===== config.mk =====
export PLATFORM = sky130hd
export DESIGN_NAME = hpad_host_port
export DESIGN_NICKNAME = d
export VERILOG_FILES = /design/src/hdl/hpad_pkg.sv /design/src/hdl/hpad_req_buf.sv /design/src/hdl/hpad_host_port.sv
export SDC_FILE = /design/constraint.sdc
export NUM_CORES = 1
export LEC_CHECK = 0
export ABC_AREA = 1
export BUFFER_PORTS_ARGS = -buffer_cell sky130_fd_sc_hd__clkbuf_2
export CAP_MARGIN = 5
export CORE_UTILIZATION = 58
export CTS_CLUSTER_DIAMETER = 200
export DETAILED_ROUTE_END_ITERATION = 6
export PLACE_DENSITY = 0.77
export SETUP_SLACK_MARGIN = 0.1
export SLEW_MARGIN = 15
export SYNTH_ARGS = -nofsm -noshare
export SYNTH_HDL_FRONTEND = slang
export SYNTH_SLANG_ARGS = --single-unit

===== constraint.sdc =====
create_clock -name mclk -period 15.59 [get_ports mclk]
set_clock_uncertainty 0.05 [all_clocks]
set_input_delay 0.7795 -clock mclk [delete_from_list [all_inputs] [get_ports mclk]]
set_output_delay 0.7795 -clock mclk [all_outputs]
set_load 0.05 [all_outputs]

===== src/hdl/hpad_pkg.sv =====
// Shared types and constants for the host port access decoder
package hpad_pkg;

    // Major operating modes of the host port
    typedef enum logic [1:0] {
        MODE_MUX_HALF,
        MODE_MUX_FULL,
        MODE_NONMUX_FULL
    } hpad_mode_e;

    // Access type codes on the access type select pins
    localparam logic [1:0] CMD_CTRL = 2'h0;
    localparam logic [1:0] CMD_DATA_INC = 2'h1;
    localparam logic [1:0] CMD_ADDR = 2'h2;
    localparam logic [1:0] CMD_DATA = 2'h3;

    // Address step after an incrementing data access, in bytes
    localparam logic [31:0] ADDR_STEP = 32'h4;

    // Reset values
    localparam logic [31:0] CTRL_RST = 32'h0;
    localparam logic [31:0] ADDR_RST = 32'h0;

    // Buffer geometry
    localparam int BUF_DEPTH = 2;

    // Internal access sequencer
    typedef enum logic [1:0] {
        ST_IDLE,
        ST_REQ,
        ST_RD_WAIT
    } hpad_st_e;

    // Host pins sampled together
    typedef struct packed {
        logic cs_n;
        logic [1:0] ds_n;
        logic [1:0] cmd;
        logic rnw;
        logic hw;
        logic [3:0] be;
        logic [15:0] addr;
        logic [31:0] data;
    } hpad_pins_s;

    // Request towards the internal address space
    typedef struct packed {
        logic write;
        logic [31:0] addr;
        logic [3:0] be;
        logic [31:0] data;
    } hpad_req_s;

endpackage : hpad_pkg


===== src/hdl/hpad_req_buf.sv =====
// Two-entry request buffer with valid and ready on both sides
`timescale 1ns/1ps
module hpad_req_buf (
    // Clock and reset
    input wire logic mclk,
    input wire logic rst_n,
    // Filling side
    input wire logic in_valid,
    input hpad_pkg::hpad_req_s in_req,
    output logic in_ready,
    // Draining side
    output logic out_valid,
    output hpad_pkg::hpad_req_s out_req,
    input wire logic out_ready
);

    typedef struct packed {
        hpad_pkg::hpad_req_s [hpad_pkg::BUF_DEPTH-1:0] mem;
        logic wr;
        logic rd;
        logic [1:0] cnt;
    } hpad_buf_s;

    hpad_buf_s s;
    hpad_buf_s next_s;
    logic push;
    logic pop;

    always_comb begin
        in_ready = (s.cnt != 2'h2);
        out_valid = (s.cnt != 2'h0);
        out_req = s.mem[s.rd];
        push = in_valid & in_ready;
        pop = out_valid & out_ready;
        next_s = s;
        if (push) begin
            next_s.mem[s.wr] = in_req;
            next_s.wr = ~s.wr;
        end
        if (pop) begin
            next_s.rd = ~s.rd;
        end
        case ({push, pop})
            2'b10: next_s.cnt = s.cnt + 2'h1;
            2'b01: next_s.cnt = s.cnt - 2'h1;
            default: next_s.cnt = s.cnt;
        endcase
    end

    always_ff @(posedge mclk or negedge rst_n) begin
        if (!rst_n) begin
            s <= '0;
        end else begin
            s <= next_s;
        end
    end

endmodule : hpad_req_buf


===== src/hdl/hpad_host_port.sv =====
// Host port front end: strobe decode, access typing and internal requests
//
// Behaviour
// - The port runs in one of three modes: muxed half-word, muxed fullword or non-muxed fullword.
// - Chip select and the two data strobes are combined into one internal access strobe.
// - Address and access control inputs are captured when the internal strobe goes active.
// - Write data is captured when the internal strobe goes inactive.
// - Ready is driven not-ready only while the internal strobe is active.
// - Code 00 targets the port control register in every mode.
// - Code 01 is a data access at the current address, followed by an advance in muxed modes only.
// - Code 10 targets the port address register in every mode; writes to it take effect in muxed modes only.
// - Code 11 is a data access that leaves the address unchanged, in every mode.
// - In muxed fullword mode all 32 data lines carry each access in one host cycle.
// - Ready is held not-ready to insert wait states until the internal operation of a data read is done; writes are posted after the strobe ends.
`timescale 1ns/1ps
module hpad_host_port (
    // Clock and reset
    input wire logic mclk,
    input wire logic reset_n,
    // Configuration
    input hpad_pkg::hpad_mode_e major_mode,
    input wire logic [15:0] page_base,
    // Host pins
    input wire logic host_chip_select_n,
    input wire logic [1:0] host_data_strobes_n,
    input wire logic [1:0] access_type_select,
    input wire logic host_read_not_write,
    input wire logic half_word_select,
    input wire logic [3:0] host_byte_enables,
    input wire logic [15:0] host_addr,
    input wire logic [31:0] host_data_bus_in,
    output logic [31:0] host_data_bus_out,
    output logic host_data_bus_oe_n,
    output logic host_ready_out,
    // Internal request stream
    output logic mem_req_valid,
    output hpad_pkg::hpad_req_s mem_req,
    input wire logic mem_req_ready,
    // Internal read response
    input wire logic mem_rsp_valid,
    input wire logic [31:0] mem_rsp_data,
    // Port control register contents
    output logic [31:0] port_control_register
);

    typedef struct packed {
        hpad_pkg::hpad_pins_s sync1;
        hpad_pkg::hpad_pins_s sync2;
        logic strobe_d;
        logic [1:0] cmd;
        logic rnw;
        logic hw;
        logic [3:0] be;
        logic [15:0] pin_addr;
        logic [31:0] ctrl;
        logic [31:0] addr;
        logic [31:0] rdata;
        logic [15:0] wlow;
        logic [31:0] wdata;
        logic go;
        logic req_write;
        hpad_pkg::hpad_st_e st;
        logic [31:0] dout;
        logic drive_n;
    } hpad_state_s;

    hpad_state_s s;
    hpad_state_s next_s;
    logic [1:0] rst_sync;
    logic rst_n;
    hpad_pkg::hpad_pins_s pins;
    hpad_pkg::hpad_pins_s pn;
    logic strobe;
    logic start;
    logic stop;
    logic half;
    logic nonmux;
    logic data_cmd;
    logic start_need;
    logic busy;
    logic [31:0] wd;
    logic [31:0] cur_addr;
    logic [31:0] sel;
    logic buf_in_valid;
    logic buf_in_ready;
    hpad_pkg::hpad_req_s buf_in_req;

    // Reset release through two flip-flops
    always_ff @(posedge mclk or negedge reset_n) begin
        if (!reset_n) begin
            rst_sync <= 2'h0;
        end else begin
            rst_sync <= {rst_sync[0], 1'b1};
        end
    end
    assign rst_n = rst_sync[1];

    assign pins = '{cs_n: host_chip_select_n, ds_n: host_data_strobes_n,
                    cmd: access_type_select, rnw: host_read_not_write,
                    hw: half_word_select, be: host_byte_enables,
                    addr: host_addr, data: host_data_bus_in};

    always_comb begin
        next_s = s;
        pn = s.sync2;
        next_s.sync1 = pins;
        next_s.sync2 = s.sync1;
        half = (major_mode == hpad_pkg::MODE_MUX_HALF);
        nonmux = (major_mode == hpad_pkg::MODE_NONMUX_FULL);
        strobe = ~pn.cs_n & (pn.ds_n[1] ^ pn.ds_n[0]);
        next_s.strobe_d = strobe;
        start = strobe & ~s.strobe_d;
        stop = ~strobe & s.strobe_d;
        cur_addr = nonmux ? {page_base, s.pin_addr} : s.addr;
        data_cmd = (s.cmd == hpad_pkg::CMD_DATA_INC) | (s.cmd == hpad_pkg::CMD_DATA);
        start_need = start & pn.rnw & pn.cmd[0] & ~(half & pn.hw);
        busy = s.go | (s.st != hpad_pkg::ST_IDLE) | start_need;
        wd = half ? {pn.data[15:0], s.wlow} : pn.data;
        buf_in_valid = 1'b0;
        buf_in_req = '{write: s.req_write, addr: cur_addr, be: s.be, data: s.wdata};

        // Capture address and control as the strobe goes active
        if (start) begin
            next_s.cmd = pn.cmd;
            next_s.rnw = pn.rnw;
            next_s.hw = pn.hw;
            next_s.be = pn.be;
            next_s.pin_addr = pn.addr;
            if (start_need) begin
                next_s.go = 1'b1;
                next_s.req_write = 1'b0;
            end
            // Second half of an incrementing half-word read advances the address
            if (half & pn.hw & pn.rnw & (pn.cmd == hpad_pkg::CMD_DATA_INC)) begin
                next_s.addr = s.addr + hpad_pkg::ADDR_STEP;
            end
        end

        // Capture write data as the strobe goes inactive
        if (stop & ~s.rnw) begin
            if (half & ~s.hw) begin
                next_s.wlow = pn.data[15:0];
            end else begin
                next_s.wdata = wd;
                case (s.cmd)
                    hpad_pkg::CMD_CTRL: next_s.ctrl = wd;
                    hpad_pkg::CMD_ADDR: begin
                        if (!nonmux) begin
                            next_s.addr = wd;
                        end
                    end
                    default: begin
                        next_s.go = 1'b1;
                        next_s.req_write = 1'b1;
                    end
                endcase
            end
        end

        // Internal access sequencer
        case (s.st)
            hpad_pkg::ST_IDLE: begin
                if (s.go) begin
                    next_s.go = 1'b0;
                    next_s.st = hpad_pkg::ST_REQ;
                end
            end
            hpad_pkg::ST_REQ: begin
                buf_in_valid = 1'b1;
                if (buf_in_ready) begin
                    if (s.req_write) begin
                        next_s.st = hpad_pkg::ST_IDLE;
                        if (s.cmd == hpad_pkg::CMD_DATA_INC && !nonmux) begin
                            next_s.addr = s.addr + hpad_pkg::ADDR_STEP;
                        end
                    end else begin
                        next_s.st = hpad_pkg::ST_RD_WAIT;
                    end
                end
            end
            hpad_pkg::ST_RD_WAIT: begin
                if (mem_rsp_valid) begin
                    next_s.rdata = mem_rsp_data;
                    next_s.st = hpad_pkg::ST_IDLE;
                    if (s.cmd == hpad_pkg::CMD_DATA_INC && !nonmux && !half) begin
                        next_s.addr = s.addr + hpad_pkg::ADDR_STEP;
                    end
                end
            end
            default: next_s.st = hpad_pkg::ST_IDLE;
        endcase

        // Read data selection by access type and half
        case (s.cmd)
            hpad_pkg::CMD_CTRL: sel = s.ctrl;
            hpad_pkg::CMD_ADDR: sel = s.addr;
            default: begin
                sel = s.rdata;
                // Answer word goes out with the edge that ends the wait
                if (s.st == hpad_pkg::ST_RD_WAIT && mem_rsp_valid) begin
                    sel = mem_rsp_data;
                end
            end
        endcase
        next_s.dout = (half & s.hw) ? {16'h0, sel[31:16]} : sel;
        if (half & ~s.hw) begin
            next_s.dout = {16'h0, sel[15:0]};
        end
        next_s.drive_n = ~(strobe & pn.rnw);
    end

    always_ff @(posedge mclk or negedge rst_n) begin
        if (!rst_n) begin
            s <= '0;
            s.ctrl <= hpad_pkg::CTRL_RST;
            s.addr <= hpad_pkg::ADDR_RST;
            s.drive_n <= 1'b1;
            s.st <= hpad_pkg::ST_IDLE;
        end else begin
            s <= next_s;
        end
    end

    hpad_req_buf u_buf (
        .mclk(mclk),
        .rst_n(rst_n),
        .in_valid(buf_in_valid),
        .in_req(buf_in_req),
        .in_ready(buf_in_ready),
        .out_valid(mem_req_valid),
        .out_req(mem_req),
        .out_ready(mem_req_ready)
    );

    assign host_ready_out = ~(strobe & busy);
    assign host_data_bus_out = s.dout;
    assign host_data_bus_oe_n = s.drive_n;
    assign port_control_register = s.ctrl;

endmodule : hpad_host_port


==> results of run 1 <==
[logic make-up (layout without fill, tap and decap cells)]
kind of cell,Yosys count,after routing,share of synthesized area (%)
xor gates and xnor gates,12,12,0.5256
and+or+nand+nor,872,872,18.12
other,1,1,0.01875
buffers and inverters,398,571,9.148
muxes,23,23,1.258
DFF,468,468,58.58
adders and majority gates,5,5,0.3129
AOI/OAI and AO/OA,461,461,12.05
[flip-flops by register name, summed over array words and instances (netlist names)]
| register | cells |
|---|---|
| buf_in_req | 37 |
| host_data_bus_oe_n | 1 |
| host_data_bus_out | 32 |
| next_s | 59 |
| pn | 59 |
| port_control_register | 32 |
| rst_sync | 2 |
| s | 104 |
| u_buf.s | 142 |
[path summary, 6_finish.rpt]
kind / startpoint / to / depth (start not counted)
max in group asynchronous: rst_sync[1] / u_buf.s[88] / 3
worst min register to register: next_s[216] / pn[10] / 0
worst max-delay path: pn[57] / host_ready_out / 7
min in group asynchronous: rst_sync[1] / next_s[253] / 0
worst min-delay path: host_data_bus_in[17] / next_s[223] / 1
worst max register to register: rst_sync[1] / u_buf.s[88] / 3
[timing repair]
action | CTS | global route
hold endpoints to repair | 2 | 0
resized for setup | 0 | 0
hold buffers | 1 | 0
[cell type report]
class,instances,area (sq um)
fill,2743,11220
timing repair buffer,264,1389
inverter,225,845.8
clock inverter,24,205.2
sequential,468,11720
tap,448,560.5
clock buffer,58,1287
multi-input combinational,1374,6479
[power by group]
part           total (W)  internal [W]  switching [W]
Clock            0.00109      0.000621       0.000470
Combinational    0.00191      0.000439        0.00147
Sequential       0.00181       0.00159       0.000218
[through the flow]
| step | hold slack (ps) | cells | power (W) |
|---|---|---|---|
| after floorplan | 281.2 | 2240 | 0.003294 |
| after global placement | 282.6 | 2777 | 0.003655 |
| after detailed placement | 284.7 | 2777 | 0.003705 |
| after CTS | 258.4 | 2860 | 0.004810 |
| after global routing | 258.0 | 2861 | 0.005051 |
| final | 275.5 | 2861 | 0.004802 |
[layout by cell type, fill, tap and decap left out, types with 7 or more instances in the layout]
| master | synthesis | final |
|---|---|---|
| sky130_fd_sc_hd__a21oi_1 | 43 | 43 |
| sky130_fd_sc_hd__a22oi_1 | 15 | 15 |
| sky130_fd_sc_hd__buf_4 | 69 | 13 |
| sky130_fd_sc_hd__clkbuf_16 | 0 | 47 |
| sky130_fd_sc_hd__clkbuf_2 | 2 | 248 |
| sky130_fd_sc_hd__clkbuf_8 | 0 | 7 |
| sky130_fd_sc_hd__clkinv_2 | 0 | 11 |
| sky130_fd_sc_hd__clkinvlp_4 | 0 | 8 |
| sky130_fd_sc_hd__dfrtp_1 | 467 | 465 |
| sky130_fd_sc_hd__inv_1 | 215 | 215 |
| sky130_fd_sc_hd__inv_2 | 9 | 8 |
| sky130_fd_sc_hd__mux2_2 | 17 | 17 |
| sky130_fd_sc_hd__nand2_1 | 666 | 665 |
| sky130_fd_sc_hd__nand2_2 | 6 | 7 |
| sky130_fd_sc_hd__nand3_1 | 80 | 79 |
| sky130_fd_sc_hd__nand4_1 | 11 | 11 |
| sky130_fd_sc_hd__nor2_1 | 64 | 63 |
| sky130_fd_sc_hd__nor2_2 | 9 | 7 |
| sky130_fd_sc_hd__nor2_4 | 6 | 9 |
| sky130_fd_sc_hd__o21ai_0 | 336 | 336 |
| sky130_fd_sc_hd__o21ai_1 | 39 | 39 |
| sky130_fd_sc_hd__o22ai_1 | 14 | 14 |
| sky130_fd_sc_hd__or2_2 | 13 | 13 |
| sky130_fd_sc_hd__xor2_1 | 11 | 11 |
[worst register-to-register path, stage by stage, from the launching register on]
cell                      delay, ps
sky130_fd_sc_hd__dfrtp_4        840
sky130_fd_sc_hd__buf_4          900
sky130_fd_sc_hd__buf_4          910
sky130_fd_sc_hd__buf_4          830
[routing by layer]
layer	wire, microns	part of all wire, %	vias to the layer above	GRT usage [%]
met4	2117	4.1	0	11.82
met5	0	0	-	0
met1	21240	41	7595	40.21
li1	-	-	7327	-
met3	3652	7.0	120	4.642
met2	24990	48	607	48.66
==> reports/metrics.yaml, run 1 <==
yosysWarnings: 0
start_util_pct: 59.33
path_cells: "nand2_1, nand3_4, nor2_4, nand3_1, a21oi_1, o21ai_0, clkbuf_2"
rrSetupSlack_ps: 12010
mappedNetlistArea_sq_um: 20000
route.detailed.vias_per_inst: 5.470
postSynthCellCount: 2240
core_area_sq_um: 33700
yosys_most_used_dff: "sky130_fd_sc_hd__dfrtp_1"
hold_path.class: "in -> reg"
maximum_number_of_pins_on_one_net_before_global_route_repair: 192
vdd.ir_drop.worst_mv: 0.1260
post-route-min-period_ps: 3740
first_global_vias: 14870
power.leakage_nw: 11.25
post-place-ws_ps: 11880
actual_transition_at_the_worst_max_transition_pin_ps: 1170
grt.total_usage_pct: 29.79
antenna_found_initial: 0
totalWireLength_microns: 52000
insertedDiodeCount: 0
period_share_pct: 23.99
seq_area_frac_synth_pct: 58.58
syn_nets: 2358
ys_top_cells_by_area: "sky130_fd_sc_hd__dfrtp_1 (58%), sky130_fd_sc_hd__nand2_1 (13%), sky130_fd_sc_hd__o21ai_0 (8.4%)"
synth.distinct_cells: 47
max-slew-margin-rel_pct: 22.03
dieArea_sq_um: 35220
post-dp-hpwl_microns: 35660
fp.dieH_microns: 187.7
core.rowCount: 67
detail_route.first_pass.iterations: 5
slew_violations: 0
endpoint_kind: "output pin"
clkSlewWorstSetupHoldPaths_ps: 60
path_max_fanout: 48
worstPathBufferInverterCount: 1
drive_gt1_share_pct: 17.20
grt_remaining_overflow: 0
cts.path.max_buffers: 3
initialDrtViolationCount: 1628
cell_with_the_biggest_individual_delay_on_the_critical_path: "sky130_fd_sc_hd__nor2_4"
unrepaired_setup_endpoints_after_global_routing: "no"
syn_area_per_cell_sq_um: 8.927
synth_top_cell_area_share_pct: 58.44
clock_sink_count: 468
crit_arrival_ps: 2910
root_buffer: "sky130_fd_sc_hd__clkbuf_16"
setup-violations-final: 0
routed-via-count: 15650
setup_slack_ps: 11850
final_nets: 2497
max_clock_freq_mhz: 267.4
fin_area_sq_um: 22480
tritoncts: "yes"
grt_first_pass_wirelength_microns: 81580
synth-seq-cells: 468
cts_post_setup_buffers_inserted: 0
timing.critical_path.slowest_cell_delay_ps: 810
area_delta_synth_final_pct: 12.45
commonest_cells_post_synth: "sky130_fd_sc_hd__nand2_1 (666), sky130_fd_sc_hd__dfrtp_1 (467), sky130_fd_sc_hd__o21ai_0 (336)"
cap_violations: 0
critical_path.startpoint_type: "register"
htree_num_levels: 2
antenna_left: 0
hold_violations: 0
totalNegativeSetupSlack_ps: 0
x_dimension_of_the_die_microns: 187.7
async_reset_ff_share_pct: 100.0
result_of_the_run: "finished clean"
post_route_core_utilization_pct: 66.72
synthMostInstantiatedCell: "sky130_fd_sc_hd__nand2_1"
synth_edf_count: 0
timing_worst_setup_path_type: "reg -> out"
route.detailed.wl_per_inst_microns: 18.18
cpLargestDelayFamily: "simple AND/OR/NAND/NOR gates"
clock_buffers_created_by_tritoncts: 46
post-route-drc-count: 0
place.port_buffers: 248
gp_routability_congestion: 0.9286
top_level_i_o_count: 249
biggest_area_consumer_among_synthesized_cells: "sky130_fd_sc_hd__dfrtp_1"
clock_latency_ps: 560
critical_path_required_ps: 14760
cellPowerDensity_nw_per_um2: 213.6
dpl-instance-area_sq_um: 20960
Note: power is estimated with default switching activity, not from simulation.
==> run 2, diff against run 1 <==
--- a/config.mk
+++ b/config.mk
@@ -8,10 +8,10 @@
 export ABC_AREA = 1
 export BUFFER_PORTS_ARGS = -buffer_cell sky130_fd_sc_hd__clkbuf_2
 export CAP_MARGIN = 5
-export CORE_UTILIZATION = 58
+export CORE_UTILIZATION = 52
 export CTS_CLUSTER_DIAMETER = 200
 export DETAILED_ROUTE_END_ITERATION = 6
-export PLACE_DENSITY = 0.77
+export PLACE_DENSITY = 0.73
 export SETUP_SLACK_MARGIN = 0.1
 export SLEW_MARGIN = 15
 export SYNTH_ARGS = -nofsm -noshare
==> constraint.sdc (replaced) <==
create_clock -name mclk -period 3.2 [get_ports mclk]
set_clock_uncertainty 0.05 [all_clocks]
set_input_delay 0.16 -clock mclk [delete_from_list [all_inputs] [get_ports mclk]]
set_output_delay 0.16 -clock mclk [all_outputs]
set_load 0.05 [all_outputs]
==> reports/metrics.yaml, run 2 (synthesized netlist as in run 1, its figures left out) <==
clock_latency_ps: 570  # about the same
max_clock_freq_mhz: 349.0
clock_sink_count: 468  # unchanged
ff_latch_area_sq_um: 11720  # unchanged
post-dp-hpwl_microns: 38390  # +7.6%
routed-via-count: 16470  # +5.2%
post-route-min-period_ps: 2865
result_of_the_run: "finished clean"
top_level_i_o_count: 249  # unchanged
actual_transition_at_the_worst_max_transition_pin_ps: 1398  # +228.8 ps
drive_gt1_share_pct: 17.19  # about the same
start_util_pct: 52.96  # -6.4 points
area_delta_synth_final_pct: 20.46
cpLargestDelayFamily: "buffers and inverters"
timing_worst_setup_path_type: "reg -> out"
place.port_buffers: 248  # unchanged
fin_area_sq_um: 24090  # +7.1%
n_fill_cell: 3132  # +14%
critical_path_required_ps: 2990  # -11,770 ps
post_route_core_utilization_pct: 63.79  # -2.9 points
antenna_left: 0  # unchanged
fp.dieH_microns: 198.1  # +5.6%
grt_first_pass_wirelength_microns: 86750  # +6.3%
unrepaired_setup_endpoints_after_global_routing: "no"
worstPathBufferInverterCount: 2  # +1
maximum_number_of_pins_on_one_net_before_global_route_repair: 88  # -54%
path_max_fanout: 47  # -2.1%
htree_num_levels: 2  # unchanged
cts_post_setup_buffers_inserted: 0  # unchanged
power.leakage_nw: 11.95  # +6.2%
cts.path.max_buffers: 3  # unchanged
area_occupied_by_multi_input_gates_sq_um: 6474  # about the same
dpl-instance-area_sq_um: 21280  # +1.6%
registers_with_the_highest_flip_flop_counts: "u_buf.s (142), s (104)"
hold_path.class: "in -> reg"
grt.total_usage_pct: 29.27  # -0.52 points
max-slew-margin-rel_pct: 5.790  # -16 points
first_global_vias: 15940  # +7.1%
timing.hold.ws_ps: 33.95  # -241.6 ps
endpoint_kind: "output pin"
route.detailed.wl_per_inst_microns: 18.43  # +1.4%
initialDrtViolationCount: 1515  # -6.9%
root_buffer: "sky130_fd_sc_hd__clkbuf_16"
core_area_sq_um: 37760  # +12%
core.rowCount: 71  # +6.0%
final_nets: 2629  # +5.3%
dieArea_sq_um: 39240  # +11%
grt_remaining_overflow: 0  # unchanged
cell_with_the_biggest_individual_delay_on_the_critical_path: "sky130_fd_sc_hd__buf_4"
clock_buffers_created_by_tritoncts: 48  # +4.3%
period_share_pct: 89.54
layout_common_cells: "sky130_fd_sc_hd__nand2_1 (665), sky130_fd_sc_hd__dfrtp_1 (465), sky130_fd_sc_hd__o21ai_0 (336)"
clkSlewWorstSetupHoldPaths_ps: 60  # about the same
mostFrequentLayoutCell: "sky130_fd_sc_hd__nand2_1"
post-place-ws_ps: 785.2  # -11,100 ps
vdd.ir_drop.worst_mv: 0.5116  # +310%
largest_register_ff_count: 142  # unchanged
setup_slack_ps: 334.6  # -11,520 ps
setup-violations-final: 0  # unchanged
detail_route.first_pass.iterations: 6  # +1
critical_path.startpoint_type: "register"
cap_violations: 0  # unchanged
route.detailed.vias_per_inst: 5.379  # -1.7%
antenna_found_initial: 1  # +1
path_cells: "nand2_1, nand3_4, nor2_4, buf_4, nand3_1, a21oi_1, o21ai_0, clkbuf_2"
post-route-drc-count: 0  # unchanged
cellPowerDensity_nw_per_um2: 1014  # +370%
timing.critical_path.slowest_cell_delay_ps: 420  # -390 ps
totalNegativeSetupSlack_ps: 0  # unchanged
tritoncts: "yes"
gp_routability_congestion: 0.9708  # +4.5%
x_dimension_of_the_die_microns: 198.1  # +5.6%
totalWireLength_microns: 56400  # +8.5%
crit_arrival_ps: 2660  # -250 ps
hold_violations: 0  # unchanged
max_flop_register: "u_buf.s"
slew_violations: 0  # unchanged
-- run 2: cell types whose count changed in the layout (fill, tap and decap cells not counted) --
| cell | previous run | this run |
|---|---|---|
| sky130_fd_sc_hd__buf_12 | 2 | 7 |
| sky130_fd_sc_hd__buf_4 | 13 | 30 |
| sky130_fd_sc_hd__bufinv_16 | 2 | 9 |
| sky130_fd_sc_hd__clkbuf_1 | 4 | 7 |
| sky130_fd_sc_hd__clkbuf_16 | 47 | 49 |
| sky130_fd_sc_hd__clkinv_2 | 11 | 12 |
| sky130_fd_sc_hd__clkinv_4 | 2 | 0 |
| sky130_fd_sc_hd__clkinvlp_4 | 8 | 2 |
| sky130_fd_sc_hd__diode_2 | 0 | 2 |
| sky130_fd_sc_hd__dlygate4sd3_1 | 1 | 109 |
| sky130_fd_sc_hd__nand3_1 | 79 | 80 |
| sky130_fd_sc_hd__nand3_2 | 2 | 1 |
-- run 2: path summary, 6_finish.rpt --
kind                              start              to  slack, ps  cells past startpoint
setup / recovery                 pn[57]  host_ready_out        330                      8
hold / removal             page_base[9]     u_buf.s[65]         30                      5
setup reg to reg                  s[34]     u_buf.s[27]        660                      8
hold reg to reg             rst_sync[1]     next_s[241]        230                      0
max in group asynchronous   rst_sync[1]     u_buf.s[88]       1770                      2
min in group asynchronous   rst_sync[1]     next_s[241]        230                      0
-- run 2: power by group --
group	switching (W)	internal, W	leakage (nW)	total (W)
Clock	0.00234	0.00370	0.842	0.00604
Combinational	0.00720	0.00228	5.29	0.00948
Sequential	0.00116	0.00774	5.82	0.00890
-- run 2: through the flow --
step,total power [W],cells
after floorplan,0.01602,2240
final,0.02441,3061
after global placement,0.01800,2863
after CTS,0.02441,3059
after global routing,0.02564,3059
after detailed placement,0.01823,2863
-- run 2: what timing repair did --
action,CTS,global route
hold buffers,109,0
setup endpoints to repair,0,0
hold endpoints to repair,134,0
gates resized for setup,0,0
-- run 2: tightest hold or removal path: stages --
cell and delay [ps]:
sky130_fd_sc_hd__clkbuf_2 80, sky130_fd_sc_hd__nor2_1 60, sky130_fd_sc_hd__a21oi_1 180, sky130_fd_sc_hd__nand2_1 70
sky130_fd_sc_hd__o21ai_0 60
-- run 2: final cells by class --
class / count / area share [%]
diodes: 2 / 0.02078
clock buffers: 63 / 5.600
clock inverters: 24 / 1.486
inverters: 225 / 3.512
multi-input cells: 1374 / 26.88
flip-flops and latches: 468 / 48.65
well taps: 511 / 2.655
repair buffers: 394 / 11.20
-- run 2: per-layer routing --
layer / GRT usage (%) / wire, microns / up-vias
li1: - / - / 7605
met5: 0 / 0 / -
met1: 38.23 / 22340 / 7909
met2: 46.14 / 26630 / 767
met4: 16.62 / 3144 / 0
met3: 5.382 / 4282 / 185
==> run 3, diff against run 2 <==
--- a/config.mk
+++ b/config.mk
@@ -11,7 +11,7 @@
 export CORE_UTILIZATION = 52
 export CTS_CLUSTER_DIAMETER = 200
 export DETAILED_ROUTE_END_ITERATION = 6
-export PLACE_DENSITY = 0.73
+export PLACE_DENSITY = 0.75
 export SETUP_SLACK_MARGIN = 0.1
 export SLEW_MARGIN = 15
 export SYNTH_ARGS = -nofsm -noshare
==> reports/metrics.yaml, run 3 (synthesized netlist as in run 1, its figures left out) <==
gp_routability_congestion: 0.9657  # -0.53%
rr_startpoint: "s[204]"
rrSetupSlack_ps: 780  # +120 ps
dieArea_sq_um: 39240  # unchanged
setup-violations-final: 0  # unchanged
min-delay-start: "host_data_bus_in[13]"
finalPower_w: 0.02414  # -1.1%
whs_endpoint: "next_s[219]"
path_cells: "buf_4, nand2_1, o21ai_0, clkbuf_2"
critical_path.startpoint_type: "register"
fin_area_sq_um: 24050  # -0.16%
cts.path.max_buffers: 3  # unchanged
max_clock_freq_mhz: 386.4  # +11%
first_global_vias: 15910  # -0.18%
final_nets: 2627  # -0.076%
post-route-min-period_ps: 2588  # -277.5 ps
setup_slack_ps: 612.1  # +277.5 ps
critical_path_required_ps: 2990  # about the same
globalRouteMet2Util_pct: 45.97  # -0.17 points
post-dp-hpwl_microns: 38070  # -0.83%
hold_violations: 0  # unchanged
drive_gt1_share_pct: 17.24  # +0.046 points
timing.critical_path.slowest_cell_delay_ps: 740  # +320 ps
slew_violations: 0  # unchanged
grt_remaining_overflow: 0  # unchanged
post-route-drc-count: 0  # unchanged
regToRegEndpoint: "s[126]"
path_max_fanout: 36  # -23%
initialDrtViolationCount: 1571  # +3.7%
clock_sink_count: 468  # unchanged
x_dimension_of_the_die_microns: 198.1  # unchanged
post-place-ws_ps: 811.8  # +26.53 ps
dpl-instance-area_sq_um: 21280  # about the same
htree_num_levels: 2  # unchanged
insertedDiodeCount: 0  # -2
clock_latency_ps: 590  # +20 ps
unrepaired_setup_endpoints_after_global_routing: "no"
actual_transition_at_the_worst_max_transition_pin_ps: 1136  # -262.2 ps
final_cell_count_no_fill: 3058  # -0.098%
registers_with_the_highest_flip_flop_counts: "u_buf.s (142), s (104)"
crit_arrival_ps: 2380  # -280 ps
worstPathBufferInverterCount: 2  # unchanged
antenna_left: 0  # unchanged
totalWireLength_microns: 55650  # -1.3%
core.rowCount: 71  # unchanged
fp.dieH_microns: 198.1  # unchanged
top_level_i_o_count: 249  # unchanged
hold_path.class: "in -> reg"
largest_register_ff_count: 142  # unchanged
clkSlewWorstSetupHoldPaths_ps: 60  # about the same
grt_use_met1_pct: 38.69  # +0.47 points
maximum_number_of_pins_on_one_net_before_global_route_repair: 93  # +5.7%
period_share_pct: 80.87  # -8.7 points
cellPowerDensity_nw_per_um2: 1004  # -0.94%
dpl.cell_count: 2860  # -0.10%
layout_common_cells: "sky130_fd_sc_hd__nand2_1 (665), sky130_fd_sc_hd__dfrtp_1 (465), sky130_fd_sc_hd__o21ai_0 (336)"
endpoint_kind: "output pin"
vdd.ir_drop.worst_mv: 0.4795  # -6.3%
route.detailed.wl_per_inst_microns: 18.20  # -1.2%
detail_route.first_pass.iterations: 6  # unchanged
cap_violations: 0  # unchanged
worst-r2r-cell-count: 9  # +1
start_util_pct: 52.96  # unchanged
core_area_sq_um: 37760  # unchanged
cpLargestDelayFamily: "buffers and inverters"
gr-usage-met3_pct: 4.991  # -0.39 points
antenna_found_initial: 0  # -1
busiest_layer: "met2"
root_buffer: "sky130_fd_sc_hd__clkbuf_16"
max-slew-margin-rel_pct: 23.46  # +18 points
power.leakage_nw: 11.91  # -0.32%
result_of_the_run: "finished clean"
timing_worst_setup_path_type: "reg -> out"
routed-via-count: 16330  # -0.81%
grt.total_usage_pct: 29.00  # -0.27 points
max_flop_register: "u_buf.s"
cell_with_the_biggest_individual_delay_on_the_critical_path: "sky130_fd_sc_hd__dfrtp_2"
grt_first_pass_wirelength_microns: 86220  # -0.61%
tritoncts: "yes"
place.port_buffers: 248  # unchanged
route.detailed.vias_per_inst: 5.341  # -0.72%
mostFrequentLayoutCell: "sky130_fd_sc_hd__nand2_1"
min_delay_path_depth: 2  # -3
area_delta_synth_final_pct: 20.26
clock_buffers_created_by_tritoncts: 48  # unchanged
[run 3: layout make-up]
class | count | area (sq um)
sequential | 468 | 11720
clock inverter | 23 | 255.2
inverter | 225 | 844.6
timing repair buffer | 392 | 2710
tap | 511 | 639.4
fill | 3122 | 13710
clock buffer | 65 | 1406
multi-input combinational | 1374 | 6474
[run 3: worst register-to-register path, cell delays in order, from the launching register on]
cell	delay, ps
sky130_fd_sc_hd__dfrtp_1	440
sky130_fd_sc_hd__nand2_2	240
sky130_fd_sc_hd__inv_2	330
sky130_fd_sc_hd__nand2_1	130
sky130_fd_sc_hd__inv_1	100
sky130_fd_sc_hd__nand2_2	460
sky130_fd_sc_hd__o21ai_0	360
sky130_fd_sc_hd__inv_1	60
sky130_fd_sc_hd__nand2_1	70
sky130_fd_sc_hd__nand2_1	50
[run 3: worst max-delay path by stage]
stage | depth (start not counted) | end | start | slack (ps)
after CTS | 5 | mem_req[15] | u_buf.s[2] | 570
after detailed placement | 8 | port_control_register[0] | major_mode[0] | 810
after global routing | 5 | mem_req[11] | u_buf.s[2] | 450
after floorplan | 0 | buf_in_req[0] | rst_sync[1] | -1420
after global placement | 8 | port_control_register[2] | major_mode[0] | 890
final | 4 | mem_req[62] | u_buf.s[2] | 610
[run 3: report_power, final]
group	leakage, nW	internal [W]	switching (W)
clock network	0.802	0.00342	0.00238
logic	5.29	0.00229	0.00718
registers	5.82	0.00773	0.00114
total	11.9	0.0134	0.0107
[run 3: metrics by stage]
| stage | TNS [ps] | utilization (%) | hold WS, ps |
|---|---|---|---|
| 6_report | 0 | 63.69 | 161.1 |
| 5_1_grt | 0 | 63.69 | 151.1 |
| 4_1_cts | 0 | 63.69 | 122.9 |
| 3_5_place_dp | 0 | 56.37 | -96.37 |
| 3_3_place_gp | 0 | 56.37 | -103.5 |
| 2_1_floorplan | -661370 | - | -185.6 |
[run 3: metal layers]
layer / vias to the layer above / wire length, microns / share of wire, %
li1: 7589 / - / -
met1: 7915 / 22990 / 41
met2: 661 / 26410 / 47
met3: 167 / 3491 / 6.3
met4: 0 / 2756 / 5.0
met5: - / 0 / 0
[run 3: repair_timing]
item	4_1_cts	5_1_grt
hold buffers	110	0
endpoints found under the hold margin	139	0
buffers inserted	0	0
gates resized for setup	0	0
